<file path="config.mk">
export PLATFORM = sky130hd
export DESIGN_NAME = cpvg_ctrl
export DESIGN_NICKNAME = d
export VERILOG_FILES = /design/src/rtl/cpvg_pkg.sv /design/src/rtl/cpvg_sync.sv /design/src/rtl/cpvg_ctrl.sv
export VERILOG_INCLUDE_DIRS = /design/src /design/src/rtl
export SDC_FILE = /design/constraint.sdc
export NUM_CORES = 1
export LEC_CHECK = 0
export BUFFER_PORTS_ARGS = -buffer_cell sky130_fd_sc_hd__buf_4
export CORE_MARGIN = 2
export CORE_UTILIZATION = 40
export DETAILED_ROUTE_END_ITERATION = 8
export PLACE_DENSITY = 0.61
export SYNTH_ARGS = -nofsm -noshare
export SYNTH_HDL_FRONTEND = slang
export SYNTH_SLANG_ARGS = --single-unit
</file>
<file path="constraint.sdc">
create_clock -name sys_clk -period 2.1 [get_ports sys_clk]
set_input_delay 0 -clock sys_clk [delete_from_list [all_inputs] [get_ports sys_clk]]
set_output_delay 0 -clock sys_clk [all_outputs]
set_load 0.005 [all_outputs]
</file>
<file path="src/rtl/cpvg_defs.svh">
`ifndef CPVG_DEFS_SVH
`define CPVG_DEFS_SVH

// ----------------------------------------------------------------
// timing
// ----------------------------------------------------------------
`define CPVG_CLK_MHZ      200
`define CPVG_WAKE_MAX_US  1800
`define CPVG_WAKE_CYC     (`CPVG_WAKE_MAX_US * `CPVG_CLK_MHZ)
`define CPVG_WAKE_W       20

// ----------------------------------------------------------------
// sampling counts
// ----------------------------------------------------------------
`define CPVG_PD_SAMPLES   2'h2

`endif

</file>
<file path="src/rtl/cpvg_pkg.sv">
package cpvg_pkg;

    // power sequencing states, one-hot
    typedef enum logic [4:0] {
        CPVG_PG_WAIT = 5'h01,
        CPVG_RUN     = 5'h02,
        CPVG_PARK    = 5'h04,
        CPVG_DOWN    = 5'h08,
        CPVG_WAKE    = 5'h10
    } cpvg_pwr_t;

endpackage

</file>
<file path="src/rtl/cpvg_sync.sv">
`timescale 1ns/1ps

module cpvg_sync (
    // clock and reset
    input  wire logic sys_clk,
    input  wire logic srst,
    // level in and out
    input  wire logic din,
    output logic      dout
);

    logic meta;

    always_ff @(posedge sys_clk) begin
        if (srst) begin
            meta <= 1'b0;
            dout <= 1'b0;
        end else begin
            meta <= din;
            dout <= meta;
        end
    end

endmodule

</file>
<file path="src/rtl/cpvg_ctrl.sv">
`timescale 1ns/1ps
`include "cpvg_defs.svh"

module cpvg_ctrl #(
    parameter int WAKE_LIMIT = `CPVG_WAKE_CYC
) (
    // clock and reset
    input  wire logic sys_clk,
    input  wire logic srst,
    // control pins
    input  wire logic powerGoodOrDownPin,
    input  wire logic videoClkStopN,
    // internal clock sources
    input  wire logic cpuClkIn,
    input  wire logic seClkIn,
    input  wire logic diffClkIn,
    input  wire logic vid27In,
    input  wire logic vidSsIn,
    input  wire logic vidNssIn,
    input  wire logic pllLocked,
    // gated clock outputs
    output logic      seClkOut,
    output logic      vidSsOut,
    output logic      vidNssOut,
    output logic      diffTrueOut,
    output logic      diffCompOut,
    output logic      diffOe,
    // oscillator control and status
    output logic      vcoEnable,
    output logic      xtalEnable,
    output logic      powerGood,
    output logic      wakeOverrun
);

    // ----------------------------------------------------------------
    // helpers
    // ----------------------------------------------------------------
    function automatic logic fell(input logic prev, input logic cur);
        return prev & ~cur;
    endfunction

    function automatic logic rose(input logic prev, input logic cur);
        return ~prev & cur;
    endfunction

    cpvg_pkg::cpvg_pwr_t state;
    cpvg_pkg::cpvg_pwr_t next_state;

    logic                   pinSync;
    logic                   cpuPrev;
    logic                   sePrev;
    logic                   vidPrev;
    logic [1:0]             cpuLowCnt;
    logic                   pdReq;
    logic                   parkReq;
    logic                   seGate;
    logic                   vidPwrGate;
    logic                   diffRun;
    logic                   vidRun;
    logic                   vidSmp;
    logic [`CPVG_WAKE_W-1:0] wakeCnt;
    logic                   cpuRise;
    logic                   seFall;
    logic                   vidFall;
    logic                   allOn;
    logic                   allOff;

    // ----------------------------------------------------------------
    // pin synchroniser and edge detection
    // ----------------------------------------------------------------
    cpvg_sync cpvg_sync_inst (
        .sys_clk (sys_clk),
        .srst    (srst),
        .din     (powerGoodOrDownPin),
        .dout    (pinSync)
    );

    always_ff @(posedge sys_clk) begin
        if (srst) begin
            cpuPrev <= 1'b0;
            sePrev  <= 1'b0;
            vidPrev <= 1'b0;
        end else begin
            cpuPrev <= cpuClkIn;
            sePrev  <= seClkIn;
            vidPrev <= vid27In;
        end
    end

    assign cpuRise = rose(cpuPrev, cpuClkIn);
    assign seFall  = fell(sePrev, seClkIn);
    assign vidFall = fell(vidPrev, vid27In);
    assign allOn   = seGate & vidPwrGate & diffRun;
    assign allOff  = ~seGate & ~vidPwrGate & ~diffRun;

    // ----------------------------------------------------------------
    // power-down request: two successive low cpu-edge samples
    // ----------------------------------------------------------------
    always_ff @(posedge sys_clk) begin
        if (srst) begin
            cpuLowCnt <= 2'h0;
        end else if (pinSync || !powerGood) begin
            cpuLowCnt <= 2'h0;
        end else if (cpuRise && cpuLowCnt != `CPVG_PD_SAMPLES) begin
            cpuLowCnt <= cpuLowCnt + 2'h1;
        end
    end

    // stale count must not outlive a release
    assign pdReq   = (cpuLowCnt == `CPVG_PD_SAMPLES) && !pinSync;
    // a release while parking still finishes the park
    assign parkReq = pdReq | (state == cpvg_pkg::CPVG_PARK);

    always_ff @(posedge sys_clk) begin
        if (srst) begin
            powerGood <= 1'b0;
        end else if (state == cpvg_pkg::CPVG_PG_WAIT && pinSync) begin
            powerGood <= 1'b1;
        end
    end

    // ----------------------------------------------------------------
    // power sequencing
    // ----------------------------------------------------------------
    always_comb begin
        next_state = state;
        unique case (state)
            cpvg_pkg::CPVG_PG_WAIT: begin
                if (pinSync) begin
                    next_state = cpvg_pkg::CPVG_WAKE;
                end
            end
            cpvg_pkg::CPVG_WAKE: begin
                if (pdReq) begin
                    next_state = cpvg_pkg::CPVG_PARK;
                end else if (allOn) begin
                    next_state = cpvg_pkg::CPVG_RUN;
                end
            end
            cpvg_pkg::CPVG_RUN: begin
                if (pdReq) begin
                    next_state = cpvg_pkg::CPVG_PARK;
                end
            end
            cpvg_pkg::CPVG_PARK: begin
                if (allOff) begin
                    next_state = cpvg_pkg::CPVG_DOWN;
                end
            end
            cpvg_pkg::CPVG_DOWN: begin
                if (pinSync) begin
                    next_state = cpvg_pkg::CPVG_WAKE;
                end
            end
            default: next_state = cpvg_pkg::CPVG_PG_WAIT;
        endcase
    end

    always_ff @(posedge sys_clk) begin
        if (srst) begin
            state <= cpvg_pkg::CPVG_PG_WAIT;
        end else begin
            state <= next_state;
        end
    end

    // oscillators stop only once every output is parked
    always_ff @(posedge sys_clk) begin
        if (srst) begin
            vcoEnable  <= 1'b1;
            xtalEnable <= 1'b1;
        end else if (state == cpvg_pkg::CPVG_PARK && allOff) begin
            vcoEnable  <= 1'b0;
            xtalEnable <= 1'b0;
        end else if (state == cpvg_pkg::CPVG_DOWN && pinSync) begin
            vcoEnable  <= 1'b1;
            xtalEnable <= 1'b1;
        end
    end

    // ----------------------------------------------------------------
    // output gates
    // ----------------------------------------------------------------
    always_ff @(posedge sys_clk) begin
        if (srst) begin
            seGate <= 1'b0;
        end else if (parkReq && seFall) begin
            seGate <= 1'b0;
        end else if (state == cpvg_pkg::CPVG_WAKE && !pdReq && pllLocked && !seClkIn) begin
            seGate <= 1'b1;
        end
    end

    always_ff @(posedge sys_clk) begin
        if (srst) begin
            vidPwrGate <= 1'b0;
        end else if (parkReq && vidFall) begin
            vidPwrGate <= 1'b0;
        end else if (state == cpvg_pkg::CPVG_WAKE && !pdReq && pllLocked && !vid27In) begin
            vidPwrGate <= 1'b1;
        end
    end

    always_ff @(posedge sys_clk) begin
        if (srst) begin
            diffRun <= 1'b0;
        end else if (parkReq) begin
            diffRun <= 1'b0;
        end else if (state == cpvg_pkg::CPVG_WAKE && pllLocked && !diffClkIn) begin
            diffRun <= 1'b1;
        end
    end

    // ----------------------------------------------------------------
    // video stop, sampled on 27M falling edges
    // ----------------------------------------------------------------
    always_ff @(posedge sys_clk) begin
        if (srst) begin
            vidSmp <= 1'b1;
            vidRun <= 1'b1;
        end else if (vidFall) begin
            vidSmp <= videoClkStopN;
            if (!vidSmp && !videoClkStopN) begin
                vidRun <= 1'b0;
            end else if (videoClkStopN) begin
                vidRun <= 1'b1;
            end
        end
    end

    // ----------------------------------------------------------------
    // registered clock outputs
    // ----------------------------------------------------------------
    always_ff @(posedge sys_clk) begin
        if (srst) begin
            seClkOut  <= 1'b0;
            vidSsOut  <= 1'b0;
            vidNssOut <= 1'b0;
        end else begin
            seClkOut  <= seClkIn & seGate;
            vidSsOut  <= vidSsIn & vidPwrGate & vidRun;
            vidNssOut <= vidNssIn & vidPwrGate & vidRun;
        end
    end

    // differential: driven low while parked, released when down, high on wake
    always_ff @(posedge sys_clk) begin
        if (srst) begin
            diffTrueOut <= 1'b0;
            diffCompOut <= 1'b0;
            diffOe      <= 1'b1;
        end else begin
            diffOe      <= (next_state != cpvg_pkg::CPVG_DOWN);
            diffTrueOut <= diffRun ? diffClkIn
                                   : (state == cpvg_pkg::CPVG_WAKE
                                      && next_state == cpvg_pkg::CPVG_WAKE);
            diffCompOut <= diffRun & ~diffClkIn;
        end
    end

    // ----------------------------------------------------------------
    // wake latency watch
    // ----------------------------------------------------------------
    always_ff @(posedge sys_clk) begin
        if (srst) begin
            wakeCnt     <= '0;
            wakeOverrun <= 1'b0;
        end else if (state != cpvg_pkg::CPVG_WAKE) begin
            wakeCnt <= '0;
        end else if (wakeCnt == WAKE_LIMIT[`CPVG_WAKE_W-1:0]) begin
            wakeOverrun <= 1'b1;
        end else begin
            wakeCnt <= wakeCnt + 1'b1;
        end
    end
endmodule

</file>
==> impl_metrics.toml, run 1 <==
[synthesis]
avgSynthCellArea_um2 = 8.64
ys_warn_count = 0
synth_cell_types = 37
ys_seq_area_share_pct = 45.0
syn_area_mm2 = 0.00205
synth_fp_nets = 251
syn_inst = 237
synth-seq-cells = 46

[worst_setup_path]
path_max_fanout = 7
worstSetupPathType = "reg -> reg"
worstSetupStartpointType = "register"
required_ns = 2.35
cp_top_family = "simple AND/OR/NAND/NOR gates"
worstPathArrival_ns = 2.18
cp_num_buf_inv = 0
worstPathCellList = "ha_1 -> nand2_1 -> or4_1 -> or4_1 -> nand2_1"
max_stage_delay_ns = 0.54
cpMaxStageDelayCell = "or4_1"
end_kind = "register"

[power]
pwr-share-comb_pct = 5.1
p_switching_mw = 0.346
clock_power_share_pct = 40.3
power_per_cell_area_mw_per_mm2 = 667
p_leak_nw = 0.862
p_sw_share_pct = 21.2
pwr-share-seq_pct = 54.7
fin_total_pwr_mw = 1.63
internal_power_mw = 1.28
ir_drop_v = 0.000307

[detailed_routing]
via_count = 1726
viasPerCell = 5.15
wirelength_mm = 4.18
drt_iter0_markers = 102
routedWlPerCell_um = 12.5
antenna_left = 0
drc = 0
first_pass_iters = 4

[global_route]
grt_remaining_overflow = 0
grt_pass1_vias = 1503
grt_max_degree = 24
antenna_found_initial = 0
track_usage_pct = 16.0
grt_pass1_wl_mm = 6.85

[floorplanning]
coreArea_mm2 = 0.00501
die_w_um = 75.5
die_h_um = 75.5
io_pins = 21
dieArea_mm2 = 0.00571
rows = 26
start_util_pct = 40.9

[timing]
slew_violations = 0
hold_violations = 0
rsz0062_at_grt = "false"
post-route-period-util_pct = 92.1
finClkSkew_ns = 0.0103
fin_setup_tns_ns = 0
timing.fmax_mhz = 517
setup_viol = 0
period_minus_slack_ns = 1.93
maxSlewHeadroom_pct = 63.9
worstMarginPinSlew_ns = 0.537

[placed_design]
port_buffers = 20
place_hpwl_mm = 2.93
gp_congestion = 0.813
place_inst = 319

[finish]
area_delta_synth_final_pct = 19.1
drive_above_1_share_pct = 12.5
multi_input_area_mm2 = 0.00103
layout.nets = 278
antenna_cells = 0
n_fill_cell = 524
stdcell_count = 335
seq_area_um2 = 921

[min_path]
min_path_type = "in -> reg"

[run]
drv_cap = 0

[clocking]
cts_sinks = 46
cts_tree = "yes"
numCtsBuffers = 5
clk_latency_ns = 0.30
clockRootBuffer = "clkbuf_8"
clk_path_buf_depth = 2
cts.clk_slew.worst_paths_ns = 0.09
cts_resized = 0
htree_levels = 2

[status]
run_status = "finished, final reports clean"
-- power groups by stage --
stage	Clock (mW)	Combinational, mW	Sequential (mW)
after detailed placement	0	0.0706	0.909
after global placement	0	0.0700	0.909
after global routing	0.712	0.0919	0.891
after CTS	0.673	0.0829	0.889
final	0.655	0.0826	0.889
after floorplan	0	0.0457	0.907
-- cells in the mapped netlist, drive strengths merged --
cell type,number,share of area (%)
a21oi,13,3.2
nor4b,3,1.3
o21ai,8,2.0
xnor2,8,3.4
nor3,10,2.4
a211oi,1,0.37
o211ai,4,1.5
nor4,7,2.1
xor2,5,2.1
and3,3,0.92
clkbuf,8,1.5
nand2b,6,1.8
a31o,1,0.43
and4,4,1.7
a31oi,1,0.31
o41ai,1,0.43
and2,1,0.31
o21a,2,0.73
nand3,12,2.9
and4b,2,0.98
o22a,2,0.86
a21o,3,1.1
inv,9,1.7
nand3b,1,0.37
nor3b,2,0.73
nand2,15,2.8
nor2,28,5.1
ha,3,1.8
dfxtp,46,45
a41oi,2,0.86
buf,3,1.5
nand4,3,0.92
or3,7,2.6
or4,5,1.8
nor2b,8,2.4
-- final timing paths --
| path | slack [ns] | to | startpoint | cells after the start |
|---|---|---|---|---|
| setup / recovery | 0.17 | wakeCnt[16]$_SDFFE_PP0P_ | wakeCnt[0]$_SDFFE_PP0P_ | 5 |
| hold / removal | 0.03 | wakeOverrun$_SDFFE_PP0P_ | srst | 2 |
| setup reg to reg | 0.17 | wakeCnt[16]$_SDFFE_PP0P_ | wakeCnt[0]$_SDFFE_PP0P_ | 5 |
| hold reg to reg | 0.44 | vidSmp$_SDFFE_PP1P_ | vidSmp$_SDFFE_PP1P_ | 2 |
-- cell usage in the layout, fill, tap and decap left out, types with 5 or more instances in the layout --
cell type / instances
buf_4: 23
o21ai_0: 8
nand2_1: 15
nor4_1: 7
xor2_1: 5
clkbuf_8: 5
or4_1: 5
nand3_1: 12
nor2_1: 28
a21oi_1: 13
nor2b_1: 8
nor3_1: 10
xnor2_1: 8
or3_1: 5
dfxtp_1: 46
inv_1: 9
nand2b_1: 6
dlygate4sd3_1: 8
-- flip-flops by register name (all words and copies together) (netlist names) --
register             flops
powerGood                1
vidPwrGate               1
seClkOut                 1
cpuPrev                  1
cpuLowCnt                2
diffRun                  1
diffCompOut              1
diffTrueOut              1
vidRun                   1
vidPrev                  1
sePrev                   1
cpvg_sync_inst.dout      1
cpvg_sync_inst.meta      1
seGate                   1
xtalEnable               1
vidSmp                   1
wakeOverrun              1
state                    5
wakeCnt                 20
vidSsOut                 1
diffOe                   1
vidNssOut                1
-- logic make-up after synthesis --
| group | synth area share [%] |
|---|---|
| buf+inv | 4.58 |
| simple gates | 31.4 |
| compound gates | 11.7 |
| xor+xnor | 5.56 |
| flops | 45.0 |
| fa+ha+maj | 1.83 |
-- routing by layer --
metal | vias to the layer above | share of wire, % | global-route usage [%]
li1 | 896 | - | -
met1 | 797 | 50 | 22.0
met2 | 28 | 45 | 23.8
met3 | 5 | 3.7 | 4.37
met4 | 0 | 1.9 | 6.43
met5 | - | 0 | 0
-- repair_timing --
item,in CTS,in global routing
hold buffers,8,0
endpoints found under the hold margin,10,0
setup buffers,0,0
-- through the flow --
step                      utilization, %  instance area [um^2]  hold slack [ns]  setup WS (ns)
after detailed placement            44.9                  2250            0.204          0.216
after global routing                48.7                  2440           0.0428         0.0637
after global placement              44.9                  2250            0.206          0.240
final                               48.7                  2440           0.0332          0.165
after CTS                           48.7                  2440           0.0278          0.173
after floorplan                        -                  2050           0.0761          0.236
-- layout make-up --
type                       instances  area share [%]
tap                               70            3.59
sequential                        46            37.8
multi-input combinational        171            42.4
clock inverter                     2            1.54
inverter                           9            1.39
timing repair buffer              31            10.4
clock buffer                       6            2.98
-- worst reg2reg max path: cells and delay by family, from the launching register on --
kind | cells | cell delay (ns)
AND/OR/NAND/NOR | 4 | 1.23
flip-flops | 1 | 0.41
adder cells (fa/ha/maj) | 1 | 0.22
No activity file was read; power rests on OpenSTA's default activity.
==> inputs of run 2 (changes only) <==
--- a/config.mk
+++ b/config.mk
@@ -10,5 +10,5 @@
 export CORE_MARGIN = 2
-export CORE_UTILIZATION = 40
+export CORE_UTILIZATION = 35
 export DETAILED_ROUTE_END_ITERATION = 8
-export PLACE_DENSITY = 0.61
+export PLACE_DENSITY = 0.57
 export SYNTH_ARGS = -nofsm -noshare
==> constraint.sdc (replaced) <==
create_clock -name sys_clk -period 1.65 [get_ports sys_clk]
set_input_delay 0 -clock sys_clk [delete_from_list [all_inputs] [get_ports sys_clk]]
set_output_delay 0 -clock sys_clk [all_outputs]
set_load 0.02 [all_outputs]
==> run 2 against run 1 <==
  * The flow now finishes with violations (negative setup slack)
  * Count of clock-buffer cells in the layout stayed put
  * Critical path depth is 1 lower
  * Cell count is 8.4% higher
  * Sequential share of layout area is 3.4 points lower
  * Clock skew is 0.0043 ns lower
  * Combinational power is 38% higher
  * Routed wire length is 3.6% higher
  * Power is 27% higher
  * Largest cell class unchanged
==> impl_metrics.toml, run 2 (synthesis results as in run 1) <==
[status]
run_status = "finished, violations left"
violations = "negative setup slack"

[worst_setup_path]
r2r_end = "wakeCnt[14]$_SDFFE_PP0P_"
path_max_fanout = 6
reg2regPathDepth = 4
end_kind = "register"
worstSetupPathType = "reg -> reg"
required_ns = 1.89
worstPathArrival_ns = 1.91
rr_startpoint = "state[3]$_SDFF_PP0_"
worstSetupStartpointType = "register"
ff2ff_setup_slack_ns = -0.02

[global_route]
track_usage_pct = 15.0
grt_pass1_wl_mm = 7.57
grt_remaining_overflow = 0
antenna_found_initial = 0
grt_pass1_vias = 1726
grt_max_degree = 24

[floorplanning]
dieArea_mm2 = 0.00648
die_h_um = 80.5
start_util_pct = 36.7
die_w_um = 80.5
coreArea_mm2 = 0.00557
rows = 27
io_pins = 21

[min_path]
hold_depth = 2
holdCritStartpoint = "srst"
min_path_type = "in -> reg"
min_to = "state[2]$_SDFF_PP0_"

[power]
power_per_cell_area_mw_per_mm2 = 757
p_leak_nw = 1.03
ir_drop_v = 0.000484

[detailed_routing]
viasPerCell = 5.06
drt_iter0_markers = 66
drc = 0
antenna_left = 0
via_count = 1836
wirelength_mm = 4.33
routedWlPerCell_um = 11.9
first_pass_iters = 4

[timing]
rsz0062_at_grt = "true"
period_minus_slack_ns = 1.67
post-route-period-util_pct = 101
worst_slack_ns = -0.0163
slew_violations = 0
whs_ns = 0.0421
hold_violations = 0
maxSlewHeadroom_pct = 69.2
timing.fmax_mhz = 600
setup_viol = 1
worstMarginPinSlew_ns = 0.458
finClkSkew_ns = 0.00597

[placed_design]
place_worst_setup_slack_ns = -0.0669
port_buffers = 20
gp_congestion = 0.770
place_hpwl_mm = 3.24

[clocking]
cts_sinks = 46
cts.clk_slew.worst_paths_ns = 0.09
clk_latency_ns = 0.30
numCtsBuffers = 5
clk_path_buf_depth = 2
cts_setup_buffers = 0
htree_levels = 2
cts_tree = "yes"
clockRootBuffer = "clkbuf_8"

[finish]
seq_area_um2 = 942
area_delta_synth_final_pct = 33.7
top_register = "wakeCnt"
drive_above_1_share_pct = 29.2
antenna_cells = 0
multi_input_area_mm2 = 0.00111
largest_reg_flops = 20
layout_common_cells = "48 x buf_4, 33 x dfxtp_1, 28 x nor2_1, 14 x nand2_1"
top_regs = "wakeCnt x20, state x5, cpuLowCnt x2"
layout_commonest_cell = "buf_4"
n_fill_cell = 539
layout.nets = 304

[run]
drv_cap = 0
run 2: changes by cell type in the layout (fill, tap and decap cells not counted), sizes merged:
| cell | delta |
|---|---|
| buf | +26 |
| clkinvlp | -1 |
| inv | +1 |
run 2: worst max-delay path by stage:
stage                     slack [ns]  depth (start not counted)                       end                    start
final                          -0.02                          4  wakeCnt[14]$_SDFFE_PP0P_      state[3]$_SDFF_PP0_
after global routing           -0.06                          4  wakeCnt[14]$_SDFFE_PP0P_      state[3]$_SDFF_PP0_
after CTS                     0.0006                          5  wakeCnt[18]$_SDFFE_PP0P_  wakeCnt[1]$_SDFFE_PP0P_
after detailed placement       -0.07                          4  wakeCnt[18]$_SDFFE_PP0P_      state[3]$_SDFF_PP0_
after global placement         -0.05                          4  wakeCnt[18]$_SDFFE_PP0P_      state[3]$_SDFF_PP0_
after floorplan                -0.21                          6  wakeCnt[18]$_SDFFE_PP0P_      state[0]$_SDFF_PP1_
run 2: routing by layer:
metal  wire length, um  part of all wire [%]  track usage [%]  vias to the layer above
met5                 0                     0                0                        -
met4                39                  0.90             5.76                        0
met3               133                   3.1             4.27                        4
met2              2170                    50             25.8                       29
met1              1990                    46             17.6                      857
li1                  -                     -                -                      946
run 2: timing repair:
action | 4_1_cts | 5_1_grt
hold buffers | 8 | 0
endpoints found under the setup margin | 3 | 9
resized for setup | 7 | 14
pin swaps | 4 | 4
endpoints found under the hold margin | 9 | 0
run 2: final cells by class:
class / count / share of cell area (%)
multi-input cells: 171 / 40.6
flip-flops and latches: 46 / 34.4
repair buffers: 57 / 16.5
well taps: 72 / 3.29
clock buffers: 6 / 2.65
clock inverters: 2 / 1.33
inverters: 9 / 1.23
run 2: where the power goes:
group / switching [mW] / internal [mW]
clock: 0.378 / 0.453
combinational: 0.0526 / 0.0616
sequential: 0.00827 / 1.12
run 2: per-stage QoR:
stage	power, mW	instances	area, um^2	setup TNS (ns)	utilization [%]
6_report	2.07	363	2740	-0.0163	49.1
5_1_grt	2.16	363	2740	-0.165	49.1
4_1_cts	2.11	363	2690	0	48.2
3_5_place_dp	1.26	347	2480	-0.148	44.5
3_3_place_gp	1.25	347	2480	-0.0792	44.5
2_1_floorplan	1.21	237	2080	-0.401	-
run 2: critical path: stages (launching register included):
cell     delay (ns)
dfxtp_2        0.33
or3_4          0.38
or3_4          0.37
or4_1          0.48
nand2_1        0.06
